<file path="src/rtl/fault_seq_map.svh">
`ifndef FAULT_SEQ_MAP_SVH
`define FAULT_SEQ_MAP_SVH
`define CLK_MHZ       100
`define TICK_US       1000
`define SHORT_OFF_US  200
`define SHORT_ON_MS   5
`define SHORT_TRIES   10
`define SHORT_HOLD_MS 2000
`define OCP_OFF_MS    250
`define OCP_WIN_MS    2000
`define OCP_LOCK_CNT  4
`define IRQ_PULSE_US  128
`define WD_LONG_MS    160000
`define WD_SHORT_MS   40000
`define OFF_CTRL      8'h00
`define OFF_SAFETY    8'h04
`define OFF_STATUS    8'h08
`define OFF_EVENTS    8'h0c
`define CTRL_RST      8'h00
`define SAFETY_RST    24'h36ee80
`define F_DOUBLE      2
`define F_SEQ         3
`define F_SHORT_BLK   4
`define F_DEPL_BLK    5
`define F_LVL         7:6
`define WD_SEL        1:0
`endif

</file>
<file path="src/rtl/fault_seq_pkg.sv">
package fault_seq_pkg;
  typedef struct packed {
    logic       adapterValid;
    logic       sysShort;
    logic       sysShortRelease;
    logic       battAboveDepl;
    logic       battAboveDeplRel;
    logic       battAboveUvlo;
    logic       batOcp;
    logic       inputPowerGood;
    logic       supplementMode;
    logic [1:0] chargePhase;
    logic       chargeDone;
    logic       otherLoopActive;
    logic       hsLimit;
    logic       lsBelowLimit;
    logic       sequenceUndervoltage;
    logic [3:0] railAboveRise;
    logic [3:0] railBelowFall;
  } sense_t;
  typedef struct packed {
    logic       inputFetOn;
    logic       batterySwitch;
    logic       intN;
    logic       hardwareRestart;
    logic       devicePowerOn;
    logic       chargeEnable;
    logic       hsOn;
    logic       lsOn;
    logic [3:0] railEnable;
    logic [1:0] cellDepletionLevel;
  } drive_t;
  typedef struct packed {
    logic        awvalid;
    logic [7:0]  awaddr;
    logic        wvalid;
    logic [31:0] wdata;
    logic [3:0]  wstrb;
    logic        bready;
    logic        arvalid;
    logic [7:0]  araddr;
    logic        rready;
  } axilReq_t;
  typedef struct packed {
    logic        awready;
    logic        wready;
    logic        bvalid;
    logic [1:0]  bresp;
    logic        arready;
    logic        rvalid;
    logic [31:0] rdata;
    logic [1:0]  rresp;
  } axilRsp_t;
  typedef enum logic [1:0] {
    SH_IDLE = 2'b00, SH_OFF = 2'b01, SH_ON = 2'b10, SH_HOLD = 2'b11
  } shortState_t;
  typedef enum logic [1:0] {
    OC_ON = 2'b00, OC_WAIT = 2'b01, OC_LOCK = 2'b10, OC_TOGGLE = 2'b11
  } ocpState_t;
  typedef enum logic [1:0] {
    PH_OFF = 2'b00, PH_PRE = 2'b01, PH_CC = 2'b10, PH_CV = 2'b11
  } phase_t;
endpackage : fault_seq_pkg

</file>
<file path="src/rtl/charger_protection_fault_sequencer.sv">
`timescale 1ns/1ps
`include "fault_seq_map.svh"
module charger_protection_fault_sequencer #(
  parameter int unsigned TICK_CYC      = `TICK_US * `CLK_MHZ,
  parameter int unsigned SHORT_OFF_CYC = `SHORT_OFF_US * `CLK_MHZ,
  parameter int unsigned SHORT_ON_CYC  = `SHORT_ON_MS * 1000 * `CLK_MHZ,
  parameter int unsigned PULSE_CYC     = `IRQ_PULSE_US * `CLK_MHZ,
  parameter int unsigned OCP_LOCK_CNT  = `OCP_LOCK_CNT
) (
  input  logic                    mclk,
  input  logic                    rst_n,
  input  logic                    ce,
  input  fault_seq_pkg::sense_t   sense,
  input  fault_seq_pkg::axilReq_t busReq,
  output fault_seq_pkg::axilRsp_t busRsp,
  output fault_seq_pkg::drive_t   drive
);
  import fault_seq_pkg::*;

  function automatic logic [31:0] merge(input logic [31:0] old,
                                        input logic [31:0] nw,
                                        input logic [3:0]  be);
    logic [31:0] r;
    r = old;
    for (int i = 0; i < 4; i++) begin
      if (be[i]) r[8*i +: 8] = nw[8*i +: 8];
    end
    return r;
  endfunction : merge

  sense_t      s1Q;
  sense_t      sQ;
  drive_t      drvQ;
  logic [16:0] tickCntQ;
  logic        tickQ;
  logic [7:0]  ctrlQ;
  logic [23:0] safetyQ;
  logic [2:0]  eventQ;
  logic        awReadyQ, wReadyQ, bValidQ, arReadyQ, rValidQ;
  logic        awHaveQ, wHaveQ;
  logic [1:0]  bRespQ, rRespQ;
  logic [31:0] rDataQ, wDataQ, rdNext;
  logic [7:0]  awAddrQ;
  logic [3:0]  wStrbQ;
  logic        rdOk;
  shortState_t shStQ;
  logic [19:0] shCntQ;
  logic [3:0]  shTriesQ;
  logic        deplQ, deplPrevQ, powerQ;
  ocpState_t   ocStQ;
  logic [11:0] ocCntQ, ocWinQ;
  logic [2:0]  ocHitsQ;
  logic        ocWinActQ, sawDropQ;
  phase_t      phPrevQ;
  logic [23:0] stCntQ;
  logic        halfQ, chgDisQ;
  logic [17:0] wdCntQ;
  logic        wdArmedQ, regResetQ;
  logic [13:0] pulseCntQ;
  logic [3:0]  railOkQ;

  // Two-stage input synchroniser
  always_ff @(posedge mclk) begin
    if (!rst_n) begin
      s1Q <= '0;
      sQ  <= '0;
    end else if (ce) begin
      s1Q <= sense;
      sQ  <= s1Q;
    end
  end

  // Millisecond time base
  always_ff @(posedge mclk) begin
    if (!rst_n) begin
      tickCntQ <= '0;
      tickQ    <= 1'b0;
    end else if (ce) begin
      tickQ    <= (tickCntQ == 17'(TICK_CYC - 1));
      tickCntQ <= (tickCntQ == 17'(TICK_CYC - 1)) ? '0 : tickCntQ + 17'h1;
    end
  end

  // AXI4-Lite slave
  wire awTake  = busReq.awvalid & awReadyQ;
  wire wTake   = busReq.wvalid & wReadyQ;
  wire arTake  = busReq.arvalid & arReadyQ;
  wire doWrite = awHaveQ & wHaveQ & ~bValidQ;
  wire wrMap   = (awAddrQ == `OFF_CTRL) | (awAddrQ == `OFF_SAFETY) |
                 (awAddrQ == `OFF_STATUS) | (awAddrQ == `OFF_EVENTS);
  wire stWrite = doWrite & (awAddrQ == `OFF_SAFETY);
  wire evRead  = arTake & (busReq.araddr == `OFF_EVENTS);

  always_ff @(posedge mclk) begin
    if (!rst_n) begin
      awReadyQ <= 1'b0;
      wReadyQ  <= 1'b0;
      awHaveQ  <= 1'b0;
      wHaveQ   <= 1'b0;
      bValidQ  <= 1'b0;
      bRespQ   <= 2'h0;
      awAddrQ  <= 8'h00;
      wDataQ   <= 32'h0;
      wStrbQ   <= 4'h0;
    end else if (ce) begin
      awReadyQ <= ~awHaveQ & ~awTake & ~bValidQ & ~doWrite;
      wReadyQ  <= ~wHaveQ & ~wTake & ~bValidQ & ~doWrite;
      if (awTake) begin
        awHaveQ <= 1'b1;
        awAddrQ <= busReq.awaddr;
      end else if (doWrite) begin
        awHaveQ <= 1'b0;
      end
      if (wTake) begin
        wHaveQ <= 1'b1;
        wDataQ <= busReq.wdata;
        wStrbQ <= busReq.wstrb;
      end else if (doWrite) begin
        wHaveQ <= 1'b0;
      end
      if (doWrite) begin
        bValidQ <= 1'b1;
        bRespQ  <= wrMap ? 2'h0 : 2'h2;
      end else if (bValidQ & busReq.bready) begin
        bValidQ <= 1'b0;
      end
    end
  end

  always_comb begin
    rdNext = 32'h0;
    rdOk   = 1'b1;
    case (busReq.araddr)
      `OFF_CTRL:   rdNext = {24'h0, ctrlQ};
      `OFF_SAFETY: rdNext = {8'h0, safetyQ};
      `OFF_STATUS: rdNext = {27'h0, chgDisQ, (phPrevQ != PH_OFF), (ocStQ[1]), deplQ,
                             (shStQ == SH_HOLD)};
      `OFF_EVENTS: rdNext = {29'h0, eventQ};
      default:     rdOk   = 1'b0;
    endcase
  end

  always_ff @(posedge mclk) begin
    if (!rst_n) begin
      arReadyQ <= 1'b0;
      rValidQ  <= 1'b0;
      rDataQ   <= 32'h0;
      rRespQ   <= 2'h0;
    end else if (ce) begin
      arReadyQ <= ~rValidQ & ~arTake;
      if (arTake) begin
        rValidQ <= 1'b1;
        rDataQ  <= rdNext;
        rRespQ  <= rdOk ? 2'h0 : 2'h2;
      end else if (rValidQ & busReq.rready) begin
        rValidQ <= 1'b0;
      end
    end
  end

  assign busRsp.awready = awReadyQ;
  assign busRsp.wready  = wReadyQ;
  assign busRsp.bvalid  = bValidQ;
  assign busRsp.bresp   = bRespQ;
  assign busRsp.arready = arReadyQ;
  assign busRsp.rvalid  = rValidQ;
  assign busRsp.rdata   = rDataQ;
  assign busRsp.rresp   = rRespQ;

  // Control registers
  always_ff @(posedge mclk) begin
    if (!rst_n) begin
      ctrlQ   <= `CTRL_RST;
      safetyQ <= `SAFETY_RST;
    end else if (ce) begin
      if (regResetQ) begin
        ctrlQ   <= `CTRL_RST;
        safetyQ <= `SAFETY_RST;
      end else if (doWrite & (awAddrQ == `OFF_CTRL)) begin
        ctrlQ <= 8'(merge({24'h0, ctrlQ}, wDataQ, wStrbQ));
      end else if (stWrite) begin
        safetyQ <= 24'(merge({8'h0, safetyQ}, wDataQ, wStrbQ));
      end
    end
  end

  // Watchdog
  wire        busTxn  = awTake | arTake;
  wire [1:0]  wdSel   = ctrlQ[`WD_SEL];
  wire [17:0] wdLimit = (wdSel == 2'b10) ? 18'(`WD_SHORT_MS - 1) : 18'(`WD_LONG_MS - 1);
  wire        wdFire  = wdArmedQ & (wdSel != 2'b11) & tickQ & (wdCntQ == wdLimit);

  always_ff @(posedge mclk) begin
    if (!rst_n) begin
      wdArmedQ  <= 1'b0;
      wdCntQ    <= '0;
      regResetQ <= 1'b0;
    end else if (ce) begin
      regResetQ <= wdFire & (wdSel == 2'b00);
      if (busTxn) begin
        wdArmedQ <= 1'b1;
        wdCntQ   <= '0;
      end else if (wdSel == 2'b11) begin
        wdCntQ <= '0;
      end else if (wdFire) begin
        wdArmedQ <= 1'b0;
        wdCntQ   <= '0;
      end else if (wdArmedQ & tickQ) begin
        wdCntQ <= wdCntQ + 18'h1;
      end
    end
  end

  // Output rail short retry sequencing
  wire holdEnter = sQ.adapterValid & (shStQ == SH_ON) & ~sQ.sysShortRelease &
                   (shCntQ == 20'(SHORT_ON_CYC - 1)) & (shTriesQ == 4'(`SHORT_TRIES));
  wire holdEnd   = sQ.adapterValid & (shStQ == SH_HOLD) & tickQ &
                   (shCntQ == 20'(`SHORT_HOLD_MS - 1));

  always_ff @(posedge mclk) begin
    if (!rst_n) begin
      shStQ    <= SH_IDLE;
      shCntQ   <= '0;
      shTriesQ <= '0;
    end else if (ce) begin
      if (!sQ.adapterValid) begin
        shStQ    <= SH_IDLE;
        shCntQ   <= '0;
        shTriesQ <= '0;
      end else begin
        case (shStQ)
          SH_IDLE: begin
            if (sQ.sysShort) begin
              shStQ    <= SH_OFF;
              shCntQ   <= '0;
              shTriesQ <= '0;
            end
          end
          SH_OFF: begin
            if (shCntQ == 20'(SHORT_OFF_CYC - 1)) begin
              shStQ    <= SH_ON;
              shCntQ   <= '0;
              shTriesQ <= shTriesQ + 4'h1;
            end else begin
              shCntQ <= shCntQ + 20'h1;
            end
          end
          SH_ON: begin
            if (sQ.sysShortRelease) begin
              shStQ  <= SH_IDLE;
              shCntQ <= '0;
            end else if (holdEnter) begin
              shStQ    <= SH_HOLD;
              shCntQ   <= '0;
              shTriesQ <= '0;
            end else if (shCntQ == 20'(SHORT_ON_CYC - 1)) begin
              shStQ  <= SH_OFF;
              shCntQ <= '0;
            end else begin
              shCntQ <= shCntQ + 20'h1;
            end
          end
          SH_HOLD: begin
            if (holdEnd) begin
              shStQ    <= SH_ON;
              shCntQ   <= '0;
              shTriesQ <= 4'h1;
            end else if (tickQ) begin
              shCntQ <= shCntQ + 20'h1;
            end
          end
          default: shStQ <= SH_IDLE;
        endcase
      end
    end
  end

  // Depletion and battery undervoltage
  wire deplRise = deplQ & ~deplPrevQ;

  always_ff @(posedge mclk) begin
    if (!rst_n) begin
      deplQ     <= 1'b1;
      deplPrevQ <= 1'b1;
      powerQ    <= 1'b0;
    end else if (ce) begin
      deplPrevQ <= deplQ;
      if (!sQ.battAboveDepl) begin
        deplQ <= 1'b1;
      end else if (sQ.battAboveDeplRel) begin
        deplQ <= 1'b0;
      end
      powerQ <= sQ.adapterValid | sQ.battAboveUvlo;
    end
  end

  // Battery overcurrent hiccup and lockout
  wire        supPg  = sQ.supplementMode & sQ.inputPowerGood;
  wire        ocTrip = (ocStQ == OC_ON) & sQ.batOcp & drvQ.batterySwitch;
  wire [2:0]  ocHits = ocHitsQ + 3'h1;
  wire        ocWinE = ocWinActQ & tickQ & (ocWinQ == 12'(`OCP_WIN_MS - 1));

  always_ff @(posedge mclk) begin
    if (!rst_n) begin
      ocStQ     <= OC_ON;
      ocCntQ    <= '0;
      ocWinQ    <= '0;
      ocHitsQ   <= '0;
      ocWinActQ <= 1'b0;
      sawDropQ  <= 1'b0;
    end else if (ce) begin
      if (ocTrip & ~ocWinActQ) begin
        ocWinActQ <= 1'b1;
        ocWinQ    <= '0;
      end else if (ocWinE) begin
        ocWinActQ <= 1'b0;
      end else if (ocWinActQ & tickQ) begin
        ocWinQ <= ocWinQ + 12'h1;
      end
      case (ocStQ)
        OC_ON: begin
          if (ocTrip) begin
            ocHitsQ  <= ocHits;
            ocCntQ   <= '0;
            sawDropQ <= 1'b0;
            if (supPg) begin
              ocStQ <= OC_TOGGLE;
            end else if (ocHits >= 3'(OCP_LOCK_CNT)) begin
              ocStQ <= OC_LOCK;
            end else begin
              ocStQ <= OC_WAIT;
            end
          end else if (ocWinE) begin
            ocHitsQ <= '0;
          end
        end
        OC_WAIT: begin
          if (tickQ & (ocCntQ == 12'(`OCP_OFF_MS - 1))) begin
            ocStQ <= OC_ON;
          end else if (tickQ) begin
            ocCntQ <= ocCntQ + 12'h1;
          end
        end
        OC_LOCK: begin
          if (sQ.inputPowerGood) begin
            ocStQ   <= OC_ON;
            ocHitsQ <= '0;
          end
        end
        OC_TOGGLE: begin
          if (!sQ.inputPowerGood) begin
            sawDropQ <= 1'b1;
          end else if (sawDropQ) begin
            ocStQ   <= OC_ON;
            ocHitsQ <= '0;
          end
        end
        default: ocStQ <= OC_ON;
      endcase
    end
  end

  // Charge safety timer
  phase_t     ph;
  assign ph = phase_t'(sQ.chargePhase);
  wire        phEnter = ((ph == PH_PRE) & (phPrevQ != PH_PRE)) |
                        ((ph == PH_CC) & (phPrevQ == PH_PRE)) |
                        ((ph != PH_OFF) & (phPrevQ == PH_OFF));
  wire        running = (ph != PH_OFF) & ~chgDisQ & ~sQ.chargeDone;
  wire [23:0] stLimit = (ph == PH_PRE) ? {2'b00, safetyQ[23:2]} : safetyQ;
  wire        stExp   = running & ~phEnter & ~stWrite & ~sQ.supplementMode & (stCntQ >= stLimit);
  wire        slow    = ctrlQ[`F_DOUBLE] & sQ.otherLoopActive & (ph != PH_PRE);

  always_ff @(posedge mclk) begin
    if (!rst_n) begin
      phPrevQ <= PH_OFF;
      stCntQ  <= '0;
      halfQ   <= 1'b0;
      chgDisQ <= 1'b0;
    end else if (ce) begin
      phPrevQ <= ph;
      if (ph == PH_OFF) begin
        chgDisQ <= 1'b0;
        stCntQ  <= '0;
      end else if (phEnter | (stWrite & running)) begin
        stCntQ <= '0;
        halfQ  <= 1'b0;
      end else if (stExp) begin
        chgDisQ <= 1'b1;
      end else if (running & ~sQ.supplementMode & tickQ) begin
        if (slow) begin
          halfQ <= ~halfQ;
          if (halfQ) stCntQ <= stCntQ + 24'h1;
        end else begin
          stCntQ <= stCntQ + 24'h1;
        end
      end
    end
  end

  // Event flags and interrupt pulse
  wire irqTrig = (holdEnter & ~ctrlQ[`F_SHORT_BLK]) | (deplRise & ~ctrlQ[`F_DEPL_BLK]) | stExp;

  always_ff @(posedge mclk) begin
    if (!rst_n) begin
      eventQ    <= '0;
      pulseCntQ <= '0;
    end else if (ce) begin
      eventQ <= (eventQ & ~{3{evRead}}) | {stExp, deplRise, holdEnter};
      if (irqTrig) begin
        pulseCntQ <= 14'(PULSE_CYC);
      end else if (pulseCntQ != '0) begin
        pulseCntQ <= pulseCntQ - 14'h1;
      end
    end
  end

  // Pin drive
  always_ff @(posedge mclk) begin
    if (!rst_n) begin
      drvQ      <= '0;
      drvQ.intN <= 1'b1;
      railOkQ   <= '0;
    end else if (ce) begin
      railOkQ <= (railOkQ | sQ.railAboveRise) & ~sQ.railBelowFall;
      drvQ.inputFetOn <= sQ.adapterValid & ((shStQ == SH_IDLE) | (shStQ == SH_ON));
      drvQ.batterySwitch <= powerQ & (ocStQ == OC_ON) &
                            ((~sQ.inputPowerGood & ~deplQ) |
                             (supPg & sQ.battAboveDepl) |
                             ((shStQ == SH_HOLD) & sQ.battAboveDepl));
      drvQ.intN <= ~(irqTrig | (pulseCntQ > 14'h1));
      drvQ.hardwareRestart <= wdFire & wdSel[0] ^ wdFire & wdSel[1];
      drvQ.devicePowerOn <= powerQ;
      drvQ.chargeEnable <= ~chgDisQ;
      if (sQ.hsLimit) begin
        drvQ.hsOn <= 1'b0;
        drvQ.lsOn <= 1'b1;
      end else if (sQ.lsBelowLimit | ~drvQ.lsOn) begin
        drvQ.hsOn <= 1'b1;
        drvQ.lsOn <= 1'b0;
      end
      drvQ.railEnable <= railOkQ & ~{4{ctrlQ[`F_SEQ] & sQ.sequenceUndervoltage}};
      drvQ.cellDepletionLevel <= ctrlQ[`F_LVL];
    end
  end

  assign drive = drvQ;
endmodule : charger_protection_fault_sequencer

</file>
<file path="config.mk">
export PLATFORM = sky130hd
export DESIGN_NAME = charger_protection_fault_sequencer
export DESIGN_NICKNAME = d
export VERILOG_FILES = /design/src/rtl/fault_seq_pkg.sv /design/src/rtl/charger_protection_fault_sequencer.sv
export VERILOG_INCLUDE_DIRS = /design/src /design/src/rtl
export SDC_FILE = /design/constraint.sdc
export NUM_CORES = 1
export LEC_CHECK = 0
export BUFFER_PORTS_ARGS = -buffer_cell sky130_fd_sc_hd__clkbuf_2
export CAP_MARGIN = 5
export CORE_MARGIN = 10
export CORE_UTILIZATION = 64
export DETAILED_ROUTE_END_ITERATION = 10
export PLACE_DENSITY = 0.94
export SLEW_MARGIN = 15
export SYNTH_ARGS = -nofsm -noshare
export SYNTH_HDL_FRONTEND = slang
export SYNTH_SLANG_ARGS = --single-unit
</file>
<file path="constraint.sdc">
create_clock -name mclk -period 11.5 [get_ports mclk]
set_clock_uncertainty 0.2 [all_clocks]
set_input_delay 2.3 -clock mclk [delete_from_list [all_inputs] [get_ports mclk]]
set_output_delay 2.3 -clock mclk [all_outputs]
set_load 0.005 [all_outputs]
</file>
==> reports/metrics.cfg, run 1 <==
[status]
status=finished clean

[sta]
setup_tns_ns=0
period_minus_slack_ns=4.99
hold_viol_final=0
fin_crit_sh_pct=43.4
max_freq_ghz=0.200
setup_viol=0
tightestPinTransition_ns=1.12
relSlewSlack_pct=25.2
rsz0062_at_grt=no
maxSlewViolCount=0

[min_path]
hp-class=flop to flop
min_delay_path_depth=1

[logic_synthesis]
yosysSeqAreaShare_pct=44.4
synth_cell_types=69
synth_most_common_cell=dfxtp_1
synth_top_area_cell=dfxtp_1
ys_seq_elements=309
synth_top_area_share_pct=44.4
syn_inst=1634
yosys-top-cells-area=dfxtp_1 (44%), nor2_1 (6.6%), mux2i_1 (6.0%)
synth_common_cells=dfxtp_1 (309), nor2_1 (245), nand2_1 (199)
ys.flop_type=dfxtp_1
synth-edff-count=0
netlist_area_um2=13900
yosysWarnings=0
synth_async_sr_flop_share_pct=0
syn_avg_cell_area_um2=8.52

[setup_path]
critPathMaxFanout=19
crit_type=flop to flop
cp.arrival_ns=5.19
critical_path_required_ns=11.69
r2r_cells=10
setup.worst_path.end_class=flop
start_kind=flop

[pwr]
p_int_mw=1.82
seq_power_share_pct=46.7
cellPowerDensity_nw_per_um2=157
power_switching_share_pct=25.6
p_comb_share_pct=10.4
vdd_drop_max_uv=177
clkPwrFrac_pct=42.9
p_sw_uw=627
power_leakage_nw=6.10

[floorplan]
row_count=53
die_area_um2=28000
start_util_pct=65.6
core_area_um2=21200
io_pins=139
die_h_um=167
die_w_um=167

[detailed_routing]
routed_wl_mm=36.4
vias=12333
drtIter0Drc=1271
ant_nets=0
viasPerCell=6.14
drtPass1Iterations=5
drc=0
detail_route.wl_per_cell_um=18.1

[final_layout]
n_antenna_cell=0
finish.instance_area_um2=15600
layout.nets=1828
drive_above_1_share_pct=11.8
syn_to_final_growth_pct=12.1

[clocking]
clkTransAtPathRegs_ns=0.06
cts_tree=yes
clkLatencyLatePin_ns=0.56
clock_sinks=309
cts_setup_buffers=0
clockBufferDepth=3
htree_num_levels=1
post_cts_resized=0
numCtsBuffers=30
ctsHoldBuffers=0
cts-root-buf=clkbuf_16

[global_route]
grt_pass1_vias=11990
grt_antenna_before_repair=0
grt.overflow.total=0
grt_pass1_wl_mm=58.8
grt_util_all_layers_pct=24.2
grt_max_degree=102

[placed_design]
hpwl_mm=24.5
place_congestion=0.932
placed_area_um2=14500
port_buffers=119

[job]
cap_violations=0

[registers in the layout, summed over array words and instances (netlist names), 4 cells and up]
register	cells
rDataQ	24
s1Q	24
safetyQ	24
stCntQ	24
wDataQ	24
sQ	22
shCntQ	20
wdCntQ	18
tickCntQ	17
drive	14
pulseCntQ	14
ocCntQ	12
ocWinQ	12
awAddrQ	8
ctrlQ	8
railOkQ	4
shTriesQ	4
[metal layers]
metal	up-vias	track usage [%]	wire length (um)
li1	5845	-	-
met1	5842	29.0	14300
met2	544	42.0	18000
met3	102	4.49	2870
met4	0	9.05	1140
met5	-	0	0
[cell families after synthesis]
group           after synthesis  synth area share [%]
simple gates                703                  24.0
other cells                   1                0.0269
buf+inv                     117                  3.72
fa+ha+maj                    36                  3.24
xor+xnor                     80                  5.03
mux                          89                  6.70
flops                       309                  44.4
compound gates              299                  12.8
[power by group through the flow]
stage	clock network, mW	logic [mW]	registers, mW
3_5_place_dp	0	0.239	1.16
6_report	1.05	0.255	1.14
5_1_grt	1.10	0.279	1.15
4_1_cts	1.06	0.250	1.14
3_3_place_gp	0	0.226	1.16
2_1_floorplan	0	0.184	1.15
[metrics by stage]
| stage | std cells | worst slack, ns | total power [mW] | util [%] | hold slack [ns] |
|---|---|---|---|---|---|
| finish | 2007 | 6.51 | 2.45 | 73.5 | 0.236 |
| global route | 2007 | 6.33 | 2.52 | 73.5 | 0.269 |
| CTS | 2007 | 6.70 | 2.45 | 73.5 | 0.240 |
| detailed placement | 1951 | 6.25 | 1.40 | 68.5 | 0.230 |
| global placement | 1951 | 6.34 | 1.39 | 68.5 | 0.225 |
| floorplan | 1643 | 7.02 | 1.34 | - | 0.216 |
[path summary, 6_finish.rpt]
kind	start	endpoint	slack [ns]
worst min register to register	sQ[1]$_SDFFE_PN0P_	railOkQ[1]$_SDFFE_PN0P_	0.24
worst min-delay path	sQ[1]$_SDFFE_PN0P_	railOkQ[1]$_SDFFE_PN0P_	0.24
worst max register to register	ph[0]$_SDFFE_PN0P_	pulseCntQ[13]$_SDFFE_PN0P_	6.51
worst max-delay path	ph[0]$_SDFFE_PN0P_	pulseCntQ[13]$_SDFFE_PN0P_	6.51
[area by class of cell]
type	count	area [um2]
Timing Repair Buffer	126	651
Clock inverter	22	273
Tap cell	275	344
Clock buffer	34	797
Fill cell	1377	5620
Inverter	24	95.1
Sequential cell	309	6190
Multi-Input combinational cell	1217	7250
[placed cells by master (no fill, tap or decap), types with 36 or more instances in the layout]
master    count
dfxtp_1     309
nor2_1      245
nand2_1     199
a21oi_1     139
clkbuf_2    118
mux2i_1      83
o21ai_0      49
xor2_1       45
nand3_1      41
a22oi_1      37
ha_1         36
[critical path, stage by stage (launching register included)]
cell and delay (ns):
dfxtp_1 0.53, nor2b_2 0.96, mux2i_1 0.30, ha_1 0.29, a21oi_1 0.21, a21oi_1 0.11, a211oi_1 0.57, a21boi_0 0.45
nor3_1 0.88, or3_1 0.23, a31oi_1 0.08
Note: power is estimated with default switching activity, not from simulation.
==> run 2: changes to the inputs <==
Settings changed: CORE_UTILIZATION 64 to 53, PLACE_DENSITY 0.94 to 0.85.
Clock period 11.5 ns to 4.2 ns, I/O delays scaled along.
==> run 2 against run 1 <==
Net effect: global-route usage is 4.1 points lower; power grew to 2.6 times the previous value; first-iteration DRC count shrank 26%; highest routed layer is now met5.
==> reports/metrics.cfg, run 2 (synthesis gave the netlist of run 1 again) <==
[status]
status=finished clean

[pwr]
power_leakage_nw=6.12  ; +0.46%
power_mw=6.41  ; +160%
cellPowerDensity_nw_per_um2=408  ; +160%
vdd_drop_max_uv=375  ; +110%

[clocking]
cts_setup_buffers=0  ; unchanged
post_cts_resized=0  ; unchanged
clockBufferDepth=3  ; unchanged
cts-root-buf=clkbuf_16
numCtsBuffers=30  ; unchanged
cts_tree=yes
clkTransAtPathRegs_ns=0.06  ; about the same
clkLatencyLatePin_ns=0.56  ; about the same
htree_num_levels=1  ; unchanged
clock_sinks=309  ; unchanged
ctsHoldBuffers=0  ; unchanged

[global_route]
grt_use_met2_pct=34.8  ; -7.2 points
met1_usage_pct=24.3  ; -4.6 points
grt_max_degree=76  ; -25%
grt_pass1_vias=11786  ; -1.7%
grt_pass1_wl_mm=56.9  ; -3.2%
gr-usage-met3_pct=3.42  ; -1.1 points
grt_antenna_before_repair=1  ; +1
grt_util_all_layers_pct=20.0  ; -4.1 points
grt.overflow.total=0  ; unchanged
top_usage_layer=met2

[final_layout]
final_cells=2081  ; +3.7%
syn_to_final_growth_pct=12.8
fillers=2173  ; +58%
layout.nets=1844  ; +0.88%
layout_common_cells=dfxtp_1 (309), nor2_1 (245), nand2_1 (199)
drive_above_1_share_pct=12.1  ; +0.31 points
final_common_cell=dfxtp_1
n_antenna_cell=0  ; unchanged
utilization_pct=60.4  ; -13 points

[setup_path]
critPathMaxFanout=20  ; +1
cp.arrival_ns=3.94  ; -1.25 ns
setup.worst_path.end_class=flop
start_kind=flop
critical_path_required_ns=4.49  ; -7.20 ns
r2r_slack_ns=0.54  ; -5.97 ns
crit_type=flop to flop

[sta]
fin_crit_sh_pct=87.1  ; +44 points
tightestPinTransition_ns=0.960  ; -0.157 ns
setup_tns_ns=0  ; unchanged
maxSlewViolCount=0  ; unchanged
rsz0062_at_grt=no
setup_viol=0  ; unchanged
relSlewSlack_pct=36.0  ; +11 points
max_freq_ghz=0.273  ; +36%
fin_ws_ns=0.542  ; -5.97 ns
hold_viol_final=0  ; unchanged
period_minus_slack_ns=3.66  ; -1.33 ns

[detailed_routing]
viasPerCell=5.80  ; -5.7%
routed_wl_mm=35.0  ; -3.7%
ant_nets=0  ; unchanged
vias=12065  ; -2.2%
drtPass1Iterations=5  ; unchanged
drtIter0Drc=945  ; -26%
drc=0  ; unchanged
detail_route.wl_per_cell_um=16.8  ; -7.1%

[floorplan]
die_h_um=182  ; +8.7%
row_count=59  ; +11%
core_area_um2=26000  ; +22%
die_w_um=182  ; +8.7%
start_util_pct=53.6  ; -12 points
die_area_um2=33100  ; +18%
io_pins=139  ; unchanged

[placed_design]
place_ws_ns=0.635  ; -5.62 ns
hpwl_mm=24.8  ; +1.2%
port_buffers=119  ; unchanged
place_congestion=0.895  ; -4.1%
placed_cells=2027  ; +3.9%

[min_path]
hp-class=flop to flop

[job]
cap_violations=0  ; unchanged

run 2: cell count changes in the layout (fill, tap and decap cells not counted), moves of 2 or more:
| cell | previous run | this run |
|---|---|---|
| clkinv_4 | 4 | 0 |
| buf_12 | 0 | 2 |
| bufinv_16 | 5 | 1 |
| inv_6 | 5 | 1 |
| clkbuf_8 | 1 | 6 |
| clkbuf_1 | 2 | 8 |
| buf_4 | 8 | 22 |
run 2: area by class of cell:
type	count	area (um2)	area share, %
multi-input cells	1217	7250	46.2
repair buffers	142	796	5.07
clock buffers	44	863	5.50
well taps	335	419	2.67
inverters	24	95.1	0.606
clock inverters	10	93.8	0.598
flip-flops and latches	309	6190	39.4
run 2: worst max-delay path, stage by stage (launching register included):
cell and delay (ns):
dfxtp_1 0.50, nand2b_1 0.43, nand2_1 0.13, ha_1 0.33, nand4_1 0.19, nor4_1 0.37, a22oi_1 0.19, a21bo_4 0.30
a21oi_2 0.58, o21ai_0 0.20, a21oi_1 0.15
run 2: routing by layer:
| metal | share of wire, % | up-vias |
|---|---|---|
| met2 | 48 | 376 |
| met1 | 42 | 5722 |
| li1 | - | 5884 |
| met3 | 7.0 | 81 |
| met5 | 0.037 | - |
| met4 | 2.9 | 2 |
run 2: final timing paths:
check	from	end	cells past startpoint
setup reg to reg	ph[1]$_SDFFE_PN0P_	stCntQ[16]$_SDFFE_PN0P_	10
hold reg to reg	sQ[1]$_SDFFE_PN0P_	railOkQ[1]$_SDFFE_PN0P_	1
setup / recovery	ph[1]$_SDFFE_PN0P_	stCntQ[16]$_SDFFE_PN0P_	10
hold / removal	sQ[1]$_SDFFE_PN0P_	railOkQ[1]$_SDFFE_PN0P_	1
run 2: report_power, final:
group	internal [mW]	switching, mW	leakage [nW]	total [mW]
sequential	3.03	0.0894	2.50	3.12
clock	1.48	1.13	0.463	2.61
combinational	0.271	0.406	3.16	0.677
run 2: through the flow:
stage | hold slack [ns] | area [um2]
2_1_floorplan | 0.216 | 14000
3_3_place_gp | 0.226 | 14700
3_5_place_dp | 0.227 | 14700
4_1_cts | 0.255 | 15700
5_1_grt | 0.274 | 15700
6_report | 0.251 | 15700
